<file path="src/pkg/cmode_pkg.sv">
package cmode_pkg;
   // ****************************************************************
   // register map
   // ****************************************************************
   localparam logic [3:0] REG_CTRL = 4'h0;
   localparam logic [3:0] REG_STATUS = 4'h4;
   localparam logic [3:0] REG_EVENT = 4'h8;
   localparam logic [3:0] REG_SEG = 4'hC;
   localparam int CTRL_EXT_BIT = 0;
   localparam int CTRL_PAGING_BIT = 1;
   localparam int FLAG_COMPAT_BIT = 17;
   localparam int FLAG_NESTED_BIT = 14;
   localparam int FLAG_IO_PRIVILEGE_LEVEL_LO = 12;
   localparam logic [1:0] PRIV_USER = 2'h3;
   localparam logic [1:0] PRIV_MONITOR = 2'h0;
   localparam logic [31:0] WRAP_LIMIT = 32'h0010FFEF;
   localparam logic [31:0] BAD_ADDR = 32'hDEADBEEF;

   // ****************************************************************
   // modes and events
   // ****************************************************************
   typedef enum logic [1:0]
   {
      CMODE_REAL = 2'h0,
      CMODE_PROT = 2'h1,
      CMODE_COMPAT = 2'h3
   } cmode_mode_t;

   typedef enum logic [3:0]
   {
      EV_NONE = 4'h0,
      EV_TASK_CALL = 4'h1,
      EV_TASK_BRANCH = 4'h2,
      EV_HANDLER_RET = 4'h3,
      EV_HW_IRQ = 4'h4,
      EV_EXCEPTION = 4'h5,
      EV_SOFT_INT = 4'h6,
      EV_HALT = 4'h7,
      EV_CLI = 4'h8,
      EV_STI = 4'h9,
      EV_FLAGS_PUSH = 4'hA,
      EV_FLAGS_POP = 4'hB,
      EV_PORT_IO = 4'hC,
      EV_SOFT_RESTART = 4'hD
   } cmode_event_t;

   typedef struct packed
   {
      logic [31:0] flag_image;
      logic record_32;
      logic [15:0] seg_image;
   } cmode_record_t;
endpackage

</file>
<file path="src/verilog/cmode_ctrl.sv">
`timescale 1ns/1ps
module cmode_ctrl
(
   input wire logic clk,
   input wire logic sys_rst,
   input wire logic [3:0] avs_address,
   input wire logic avs_read,
   input wire logic avs_write,
   input wire logic [31:0] avs_writedata,
   output logic [31:0] avs_readdata,
   output logic avs_waitrequest,
   input wire logic [3:0] event_code,
   input wire logic event_valid,
   input wire cmode_pkg::cmode_record_t event_record,
   input wire logic [19:0] legacy_addr,
   input wire logic soft_restart_pin,
   output logic [31:0] linear_addr,
   output logic [1:0] current_privilege,
   output logic compat_mode_flag,
   output logic protection_fault,
   output logic soft_int_redirect,
   output logic translate_paged
);
   // ****************************************************************
   // state
   // ****************************************************************
   cmode_pkg::cmode_mode_t mode;
   logic [31:0] processor_flag_word;
   logic [31:0] seg_base;
   logic control_ext;
   logic control_paging;
   logic rst_meta;
   logic rst_sync;
   logic ack;
   logic [1:0] io_privilege_level;
   logic in_compat;
   logic [31:0] next_linear;
   logic next_fault;
   logic next_flag;
   logic [31:0] next_flags;

   assign in_compat = (mode == cmode_pkg::CMODE_COMPAT);
   assign io_privilege_level = processor_flag_word[cmode_pkg::FLAG_IO_PRIVILEGE_LEVEL_LO +: 2];

   // ****************************************************************
   // soft restart synchroniser
   // ****************************************************************
   always_ff @(posedge clk or posedge sys_rst)
   begin
      if (sys_rst)
      begin
         rst_meta <= 1'b0;
         rst_sync <= 1'b0;
      end
      else
      begin
         rst_meta <= soft_restart_pin;
         rst_sync <= rst_meta;
      end
   end

   // ****************************************************************
   // incoming flag image
   // ****************************************************************
   always_comb
   begin
      next_flags = event_record.flag_image;
      if (!event_record.record_32)
      begin
         next_flags[31:16] = 16'h0000;
      end
      next_flag = next_flags[cmode_pkg::FLAG_COMPAT_BIT];
   end

   // ****************************************************************
   // mode control
   // ****************************************************************
   always_ff @(posedge clk or posedge sys_rst)
   begin
      if (sys_rst)
      begin
         mode <= cmode_pkg::CMODE_REAL;
         processor_flag_word <= 32'h00000002;
         seg_base <= 32'h00000000;
      end
      else if (rst_sync || (event_valid && event_code == cmode_pkg::EV_SOFT_RESTART))
      begin
         mode <= cmode_pkg::CMODE_REAL;
         processor_flag_word <= 32'h00000002;
         seg_base <= 32'h00000000;
      end
      else if (event_valid)
      begin
         case (event_code)
            cmode_pkg::EV_TASK_CALL, cmode_pkg::EV_TASK_BRANCH:
            begin
               // flag, mode and segment base all load in the same cycle, base chosen by the record's compat bit
               processor_flag_word <= next_flags;
               mode <= next_flag ? cmode_pkg::CMODE_COMPAT : cmode_pkg::CMODE_PROT;
               seg_base <= next_flag ? {12'h000, event_record.seg_image, 4'h0}
                  : seg_base;
            end
            cmode_pkg::EV_HANDLER_RET:
            begin
               if (in_compat && io_privilege_level != cmode_pkg::PRIV_USER)
               begin
                  mode <= mode;
               end
               else if (in_compat)
               begin
                  // in-mode return forces compat flag to 1
                  processor_flag_word <= {processor_flag_word[31:18], 1'b1,
                     next_flags[16:0]};
               end
               else
               begin
                  // any non-compat return loads flags, mode and base from the record, as a task switch does
                  processor_flag_word <= next_flags;
                  mode <= next_flag ? cmode_pkg::CMODE_COMPAT : cmode_pkg::CMODE_PROT;
                  seg_base <= next_flag ? {12'h000, event_record.seg_image, 4'h0}
                     : seg_base;
               end
            end
            cmode_pkg::EV_HW_IRQ, cmode_pkg::EV_EXCEPTION, cmode_pkg::EV_HALT:
            begin
               if (mode != cmode_pkg::CMODE_REAL)
               begin
                  mode <= cmode_pkg::CMODE_PROT;
               end
            end
            cmode_pkg::EV_SOFT_INT, cmode_pkg::EV_CLI, cmode_pkg::EV_STI,
            cmode_pkg::EV_FLAGS_PUSH:
            begin
               if (in_compat && io_privilege_level != cmode_pkg::PRIV_USER)
               begin
                  mode <= cmode_pkg::CMODE_PROT;
               end
               else if (in_compat && event_code == cmode_pkg::EV_SOFT_INT && !control_ext)
               begin
                  mode <= cmode_pkg::CMODE_PROT;
               end
            end
            cmode_pkg::EV_FLAGS_POP:
            begin
               if (in_compat && io_privilege_level != cmode_pkg::PRIV_USER)
               begin
                  mode <= cmode_pkg::CMODE_PROT;
               end
               else
               begin
                  processor_flag_word <= {next_flags[31:18],
                     processor_flag_word[cmode_pkg::FLAG_COMPAT_BIT],
                     next_flags[16:0]};
               end
            end
            default:
            begin
               mode <= mode;
            end
         endcase
      end
   end

   // ****************************************************************
   // fault and routing outputs
   // ****************************************************************
   always_comb
   begin
      next_fault = 1'b0;
      if (event_valid && in_compat && !rst_sync)
      begin
         case (event_code)
            cmode_pkg::EV_HALT:
            begin
               next_fault = 1'b1;
            end
            cmode_pkg::EV_CLI, cmode_pkg::EV_STI, cmode_pkg::EV_FLAGS_PUSH,
            cmode_pkg::EV_FLAGS_POP, cmode_pkg::EV_SOFT_INT, cmode_pkg::EV_HANDLER_RET:
            begin
               next_fault = (io_privilege_level != cmode_pkg::PRIV_USER);
            end
            default:
            begin
               next_fault = 1'b0;
            end
         endcase
      end
   end

   always_ff @(posedge clk or posedge sys_rst)
   begin
      if (sys_rst)
      begin
         protection_fault <= 1'b0;
         soft_int_redirect <= 1'b0;
      end
      else
      begin
         protection_fault <= next_fault;
         soft_int_redirect <= event_valid && in_compat && !rst_sync && control_ext
            && event_code == cmode_pkg::EV_SOFT_INT
            && io_privilege_level == cmode_pkg::PRIV_USER;
      end
   end

   // ****************************************************************
   // address formation and privilege
   // ****************************************************************
   always_comb
   begin
      next_linear = seg_base + {12'h000, legacy_addr};
      if (next_linear > cmode_pkg::WRAP_LIMIT)
      begin
         next_linear = cmode_pkg::WRAP_LIMIT;
      end
   end

   always_ff @(posedge clk or posedge sys_rst)
   begin
      if (sys_rst)
      begin
         linear_addr <= 32'h00000000;
         current_privilege <= cmode_pkg::PRIV_MONITOR;
         compat_mode_flag <= 1'b0;
         translate_paged <= 1'b0;
      end
      else
      begin
         linear_addr <= next_linear;
         current_privilege <= in_compat ? cmode_pkg::PRIV_USER : cmode_pkg::PRIV_MONITOR;
         compat_mode_flag <= in_compat;
         translate_paged <= control_paging && mode != cmode_pkg::CMODE_REAL;
      end
   end

   // ****************************************************************
   // register slave
   // ****************************************************************
   always_ff @(posedge clk or posedge sys_rst)
   begin
      if (sys_rst)
      begin
         control_ext <= 1'b0;
         control_paging <= 1'b0;
         ack <= 1'b0;
         avs_readdata <= 32'h00000000;
      end
      else
      begin
         ack <= (avs_read || avs_write) && !ack;
         if (avs_write && !ack && avs_address == cmode_pkg::REG_CTRL)
         begin
            control_ext <= avs_writedata[cmode_pkg::CTRL_EXT_BIT];
            control_paging <= avs_writedata[cmode_pkg::CTRL_PAGING_BIT];
         end
         if (avs_read && !ack)
         begin
            if (avs_address == cmode_pkg::REG_CTRL)
            begin
               avs_readdata <= {30'h00000000, control_paging, control_ext};
            end
            else if (avs_address == cmode_pkg::REG_STATUS)
            begin
               avs_readdata <= {29'h00000000, in_compat, mode};
            end
            else if (avs_address == cmode_pkg::REG_EVENT)
            begin
               avs_readdata <= processor_flag_word;
            end
            else if (avs_address == cmode_pkg::REG_SEG)
            begin
               avs_readdata <= seg_base;
            end
            else
            begin
               avs_readdata <= cmode_pkg::BAD_ADDR;
            end
         end
      end
   end

   always_ff @(posedge clk or posedge sys_rst)
   begin
      if (sys_rst)
      begin
         avs_waitrequest <= 1'b1;
      end
      else
      begin
         avs_waitrequest <= !((avs_read || avs_write) && avs_waitrequest && !ack);
      end
   end
endmodule

</file>
<file path="config.mk">
export PLATFORM = sky130hd
export DESIGN_NAME = cmode_ctrl
export DESIGN_NICKNAME = d
export VERILOG_FILES = /design/src/pkg/cmode_pkg.sv /design/src/verilog/cmode_ctrl.sv
export SDC_FILE = /design/constraint.sdc
export NUM_CORES = 1
export LEC_CHECK = 0
export BUFFER_PORTS_ARGS = -buffer_cell sky130_fd_sc_hd__clkbuf_2
export CAP_MARGIN = 20
export CORE_AREA = 10 10 126 105
export DETAILED_ROUTE_END_ITERATION = 16
export DIE_AREA = 0 0 136 115
export GPL_TIMING_DRIVEN = 0
export PLACE_DENSITY = 0.85
export REMOVE_ABC_BUFFERS = 1
export SLEW_MARGIN = 20
export SYNTH_ARGS = -nofsm -noshare
export SYNTH_HDL_FRONTEND = slang
export SYNTH_SLANG_ARGS = --single-unit
</file>
<file path="constraint.sdc">
create_clock -name clk -period 8.05 [get_ports clk]
set_input_delay 0.805 -clock clk [delete_from_list [all_inputs] [get_ports clk]]
set_output_delay 0.805 -clock clk [all_outputs]
set_load 0.03 [all_outputs]
</file>
==> results of run 1 <==
cells by family after synthesis:
kind of cell,Yosys count
AO/OA/AOI/OAI,185
XOR/XNOR,7
adder cells (fa/ha/maj),21
buffers and inverters,62
flip-flops,113
multiplexers,23
other,1
AND/OR/NAND/NOR,226
layout by cell type (no fill, tap or decap), types with 5 or more instances in the layout:
master,instances
nor2_1,20
o21a_1,5
mux2_2,15
nand4_1,5
dfrtp_1,111
conb_1,11
inv_1,11
xor2_1,6
a21oi_1,35
nand2_1,149
and2_1,5
nand3_1,10
nor3_1,7
nand2b_1,5
clkbuf_2,144
ha_1,20
clkbuf_16,17
nor2b_1,7
mux2i_1,8
o21bai_1,7
o21ai_0,96
bufinv_16,6
o21ai_1,5
worst paths after layout:
| check | start | to | slack, ns | cells past startpoint |
|---|---|---|---|---|
| hold reg to reg | rst_meta$_DFF_PP0_ | rst_sync$_DFF_PP0_ | 0.35 | 0 |
| min in group asynchronous | sys_rst | avs_readdata[7]$_DFFE_PP0P_ | 0.45 | 2 |
| hold / removal | rst_meta$_DFF_PP0_ | rst_sync$_DFF_PP0_ | 0.35 | 0 |
| max in group asynchronous | sys_rst | avs_waitrequest$_DFF_PP1_ | 6.89 | 3 |
| setup / recovery | legacy_addr[4] | linear_addr[14]$_DFF_PP0_ | 4.73 | 12 |
| setup reg to reg | seg_base[4]$_DFFE_PP0P_ | linear_addr[14]$_DFF_PP0_ | 4.82 | 11 |
registers in the layout, summed over array words and instances, names as in the netlist:
register and flops:
ack 1, avs_readdata 32, avs_waitrequest 1, control_ext 1, control_paging 1, current_privilege 1
linear_addr 21, mode 2, processor_flag_word 32, protection_fault 1, rst_meta 1, rst_sync 1
seg_base 16, soft_int_redirect 1, translate_paged 1
metrics by stage:
step           total power, mW  hold WS (ns)  area, µm²
2_1_floorplan             1.01         0.331       5590
3_3_place_gp              1.14         0.335       6490
3_5_place_dp              1.17         0.335       6600
4_1_cts                   2.02         0.347       7270
5_1_grt                   2.10         0.365       7270
6_report                  2.01         0.345       7270
layout make-up:
class	instances	area, µm²
Fill cell	841	3400
Clock inverter	11	208
Timing Repair Buffer	147	803
Sequential cell	113	2830
Inverter	12	50.0
Tap cell	144	180
Multi-Input combinational cell	473	2740
Clock buffer	21	460
power breakdown:
part | switching (mW) | leakage, nW | internal [mW] | total [mW]
registers | 0.0443 | 1.42 | 0.651 | 0.695
logic | 0.318 | 1.81 | 0.149 | 0.467
clock network | 0.253 | 0.327 | 0.594 | 0.847
total | 0.615 | 3.55 | 1.39 | 2.01
cell usage after synthesis (all sizes together), types with 6 or more instances:
cell type / instances
nand2: 149
dfrtp: 111
o21ai: 101
a21oi: 36
clkbuf: 34
ha: 20
nor2: 20
buf: 16
mux2: 15
inv: 12
nand3: 10
mux2i: 8
nor3: 8
nand2b: 7
nor2b: 7
o21bai: 7
xor2: 6
routing by layer:
layer	share of wire	global-route usage	vias to the layer above	wire [µm]
met1	0.40	0.252	2480	6530
met3	0.080	0.0567	29	1300
met2	0.50	0.351	222	8150
met4	0.020	0.0787	0	324
met5	0	0	-	0
li1	-	-	2453	-
worst reg2reg max path, cell delays in order, from the launching register on:
cell	delay, ns
dfrtp_1	0.37
ha_1	0.18
inv_1	0.06
fa_1	0.41
nand2b_1	0.21
a21oi_2	0.34
o41ai_2	0.16
nand4_1	0.13
nand3_1	0.09
or3_1	0.41
nor3_4	0.51
o21ai_0	0.20
==> results_dict.tcl, run 1 <==
set metrics [dict create \
    fmax_mhz 301 \
    yosysSeqAreaShare 0.489 \
    critPathKind "in2reg" \
    start_kind "input port" \
    worst_ep_required_time_ns 8.28 \
    dp_cells 889 \
    ctsLongestPathBuffers 2 \
    die_width_um 136 \
    numCtsBuffers 17 \
    ys_warn_count 0 \
    power_density_nw_per_um2 276 \
    io_buffer_count 144 \
    min_period_over_period 0.412 \
    finalSetupViolCount 0 \
    grt_first_pass_wirelength_um 26300 \
    grt_pass1_vias 5193 \
    setup_ws_ns 4.73 \
    ys_ff_latch 113 \
    antenna_cells 0 \
    end_kind "flop" \
    place_hpwl_um 12000 \
    status "complete, no violations" \
    cts_tree "done" \
    crit_family "simple AND/OR/NAND/NOR gates" \
    vias_per_cell 5.63 \
    worstSkewPairLatency_ns 0.41 \
    netlist_area_um2 5790 \
    ir_worst_vdd_mv 0.121 \
    synth_top_area_cell "dfrtp_1" \
    slew_viol_final 0 \
    synthXorXnorAreaFrac 0.0106 \
    cts.clk_slew.worst_paths_ns 0.05 \
    grt_max_degree 59 \
    cts-root-buf "clkbuf_16" \
    overflow 0 \
    grt_setup_unrepaired "false" \
    coreArea_um2 10700 \
    hold_buffers 0 \
    grt_usage 0.209 \
    async_flop_share 1.00 \
    io_pins 186 \
    slowest_stage "nor3_4" \
    synth_area_leaders "dfrtp_1 48%, nand2_1 9.7%, o21ai_0 8.3%" \
    tns_ns 0 \
    hold_viol 0 \
    routedWlPerCell_um 17.7 \
    worst_slew_pin_slew_ns 0.915 \
    synth-simple-area-share 0.173 \
    synth_top_family_by_area "compound AO/OA/AOI/OAI gates" \
    drc 0 \
    fin_crit_ns 3.32 \
    die_area_um2 15600 \
    cts.sink_count 113 \
    critical_path_buf_inv_count 2 \
    stdcell_count 921 \
    cp_cell_sequence "clkbuf_2 > ha_1 > inv_1 > fa_1 > nand2b_1 > a21oi_2 > o41ai_2 > nand4_1 > nand3_1 > or3_1 > nor3_4 > o21ai_0" \
    synth.distinct_cells 59 \
    cts_resized 0 \
    p_leak_nw 3.55 \
    synth_edf_count 0 \
    slew_headroom 0.388 \
    slowest_delay_ns 0.51 \
    drive_above_1_share 0.268 \
    synth_compound_area_frac 0.188 \
    synth_top_area_share 0.479 \
    rows 34 \
    pre_cts_ws_ns 4.39 \
    dr.pass1.iters 5 \
    syn-mean-instance-area_um2 9.08 \
    dieHeight_um 115 \
    muxShareOfSynthArea 0.0430 \
    nets 900 \
    worstPathArrival_ns 3.55 \
    num_vias 5184 \
    finClkSkew_ns 0.00599 \
    antenna_found_initial 0 \
    synthAdderAreaFrac 0.0467 \
    cts_setup_buffers 0 \
    hold_path.class "reg2reg" \
    initial_core_util 0.543 \
    path_max_fanout 16 \
    ant_nets 0 \
    netlist_instances 638 \
    finalCoreUtilization 0.681 \
    synth-main-ff-cell "dfrtp_1" \
    htree_levels 4 \
    place_congestion 0.981 \
    wl_um 16300 \
    drt_iter0_drc 465 \
    area_growth_pct 25.6 \
    maxCapViolations 0 \
]
No activity file was read; power rests on OpenSTA's default activity.
==> run 2: changes to the inputs <==
- ABC_AREA: default -> 1
- CORE_AREA: 10 10 126 105 -> 10 10 138 114
- DIE_AREA: 0 0 136 115 -> 0 0 148 124
- PLACE_DENSITY: 0.85 -> 0.76
- clock period: 8.05 -> 2.7 ns (I/O delays scaled with it)
==> results_dict.tcl, run 2 <==
set metrics [dict create \
    io_buffer_count 144 \
    synth_top_area_cell "dfrtp_1" \
    syn-mean-instance-area_um2 7.89 \
    cts.sink_count 113 \
    critPathKind "reg2reg" \
    ir_worst_vdd_mv 0.445 \
    synth_edf_count 0 \
    met3_usage 0.0540 \
    grt_setup_unrepaired "false" \
    area_growth_pct 24.4 \
    worst_slew_pin_slew_ns 0.847 \
    slew_viol_final 0 \
    worst_ep_required_time_ns 2.96 \
    fmax_mhz 403 \
    cts-root-buf "clkbuf_16" \
    place_congestion 0.888 \
    die_width_um 148 \
    vias_per_cell 5.15 \
    fillers 1222 \
    wl_um 17700 \
    synth.top_cells.by_count "225 x nand2_1, 111 x dfrtp_1, 82 x inv_1" \
    fin_crit_ns 2.48 \
    drt_iter0_drc 390 \
    nets 1034 \
    synthMostInstantiatedCell "nand2_1" \
    min_period_over_period 0.920 \
    met2_usage 0.288 \
    netlist_instances 757 \
    rows 37 \
    slew_headroom 0.435 \
    regToRegStartpoint "rst_sync$_DFF_PP0_" \
    numCtsBuffers 17 \
    htree_levels 4 \
    finalCoreUtilization 0.577 \
    grt_pass1_vias 5524 \
    path_max_fanout 38 \
    crit_end "processor_flag_word[14]$_DFFE_PP0P_" \
    grt_usage 0.193 \
    r2r-end "processor_flag_word[14]$_DFFE_PP0P_" \
    cts.clk_slew.worst_paths_ns 0.06 \
    finClkSkew_ns 0.00922 \
    end_kind "flop" \
    antenna_found_initial 1 \
    netlist_area_um2 5970 \
    worstPathArrival_ns 2.75 \
    place_hpwl_um 12700 \
    drc 0 \
    antenna_cells 0 \
    yosysSeqAreaShare 0.474 \
    crit_start "rst_sync$_DFF_PP0_" \
    ctsLongestPathBuffers 2 \
    num_vias 5595 \
    grt.busiest_layer "met2" \
    ys_warn_count 0 \
    p_leak_nw 4.07 \
    reg2reg_slack_ns 0.22 \
    routedWlPerCell_um 16.3 \
    hold_viol 0 \
    ff2ff_path_depth 8 \
    start_kind "flop" \
    maxCapViolations 0 \
    ant_nets 0 \
    design_area_um2 7430 \
    dieHeight_um 124 \
    synth_top_area_share 0.465 \
    synth.distinct_cells 44 \
    async_flop_share 1.00 \
    dpl_cell_area_um2 6760 \
    status "complete, no violations" \
    finalSetupViolCount 0 \
    initial_core_util 0.464 \
    die_area_um2 18400 \
    coreArea_um2 12900 \
    cts_setup_buffers 0 \
    dr.pass1.iters 5 \
    hold_path.class "in2reg" \
    final_common_cell "nand2_1" \
    ys_ff_latch 113 \
    grt_max_degree 71 \
    power_density_nw_per_um2 787 \
    final_cell_mix "225 x nand2_1, 144 x clkbuf_2, 111 x dfrtp_1" \
    tns_ns 0 \
    io_pins 186 \
    grt_first_pass_wirelength_um 28200 \
    grtUsageMet1 0.262 \
    reg_top3 "avs_readdata x32, processor_flag_word x32, linear_addr x21" \
    synth_area_leaders "dfrtp_1 47%, nand2_1 14%, nand3_1 6.0%" \
    overflow 0 \
    drive_above_1_share 0.232 \
    synth-main-ff-cell "dfrtp_1" \
    worstSkewPairLatency_ns 0.41 \
    cts_tree "done" \
]
[run 2: cell types whose count changed in the layout (fill, tap and decap cells not counted), moves of 8 or more]
cell / delta
mux2_2: -14
nor2_1: +22
mux2i_1: -8
nand2_1: +76
inv_1: +70
o21ai_0: -32
nand3_1: +62
o221ai_1: +8
[run 2: cells by family (layout without fill, tap and decap cells)]
family,Yosys count,in the layout,synth area share
adder cells (fa/ha/maj),21,21,0.0453
AND/OR/NAND/NOR,373,374,0.265
AO/OA/AOI/OAI,120,121,0.116
XOR/XNOR,2,2,0.00293
flip-flops,113,113,0.474
multiplexers,1,1,0.00189
other,1,11,0.000628
buffers and inverters,126,268,0.0939
[run 2: through the flow]
step	setup WS (ns)	power, mW	std cells	hold WS, ns
after floorplan	-0.554	3.13	730	0.301
after global placement	-1.90	3.58	1049	0.333
after detailed placement	-1.13	3.62	1050	0.312
after CTS	0.110	5.86	1085	0.0320
after global routing	0.00497	6.15	1086	0.0403
final	0.216	5.85	1086	0.0435
[run 2: layout make-up]
| type | instances | area (µm²) | share of cell area |
|---|---|---|---|
| Sequential cell | 113 | 2830 | 0.381 |
| Multi-Input combinational cell | 530 | 2680 | 0.361 |
| Timing Repair Buffer | 147 | 768 | 0.103 |
| Clock buffer | 17 | 425 | 0.0573 |
| Inverter | 89 | 344 | 0.0463 |
| Tap cell | 175 | 219 | 0.0295 |
| Clock inverter | 15 | 159 | 0.0214 |
[run 2: repair_timing]
item                       in CTS  in global routing
hold buffers                    2                  0
setup endpoints to repair      38                 40
resized for setup               4                  6
hold endpoints to repair       44                  0
pin swaps                       1                  2
gates cloned                    1                  1
[run 2: critical path: stages (launching register included)]
cell	delay (ns)
dfrtp_1	0.40
inv_1	0.10
nand2_2	0.12
inv_4	0.34
nand2_1	0.29
o22ai_4	0.54
nor2_2	0.32
nand3_1	0.14
o21ai_1	0.07
[run 2: worst min-delay path by stage]
| stage | end | start | depth (start not counted) | slack, ns |
|---|---|---|---|---|
| detailed placement | linear_addr[18]$_DFF_PP0_ | sys_rst | 2 | 0.31 |
| global route | linear_addr[0]$_DFF_PP0_ | legacy_addr[0] | 3 | 0.04 |
| floorplan | rst_meta$_DFF_PP0_ | soft_restart_pin | 0 | 0.30 |
| global placement | rst_sync$_DFF_PP0_ | rst_meta$_DFF_PP0_ | 0 | 0.33 |
| finish | linear_addr[1]$_DFF_PP0_ | legacy_addr[1] | 3 | 0.04 |
| CTS | linear_addr[3]$_DFF_PP0_ | legacy_addr[3] | 3 | 0.03 |
[run 2: layer usage]
metal	vias up	part of all wire
met2	238	0.43
met3	27	0.080
met4	0	0.018
met1	2609	0.47
met5	-	0
li1	2721	-
[run 2: power by group]
group / leakage (nW) / switching, mW / internal (mW)
clock: 0.280 / 0.863 / 1.36
combinational: 2.38 / 1.08 / 0.449
sequential: 1.41 / 0.131 / 1.96
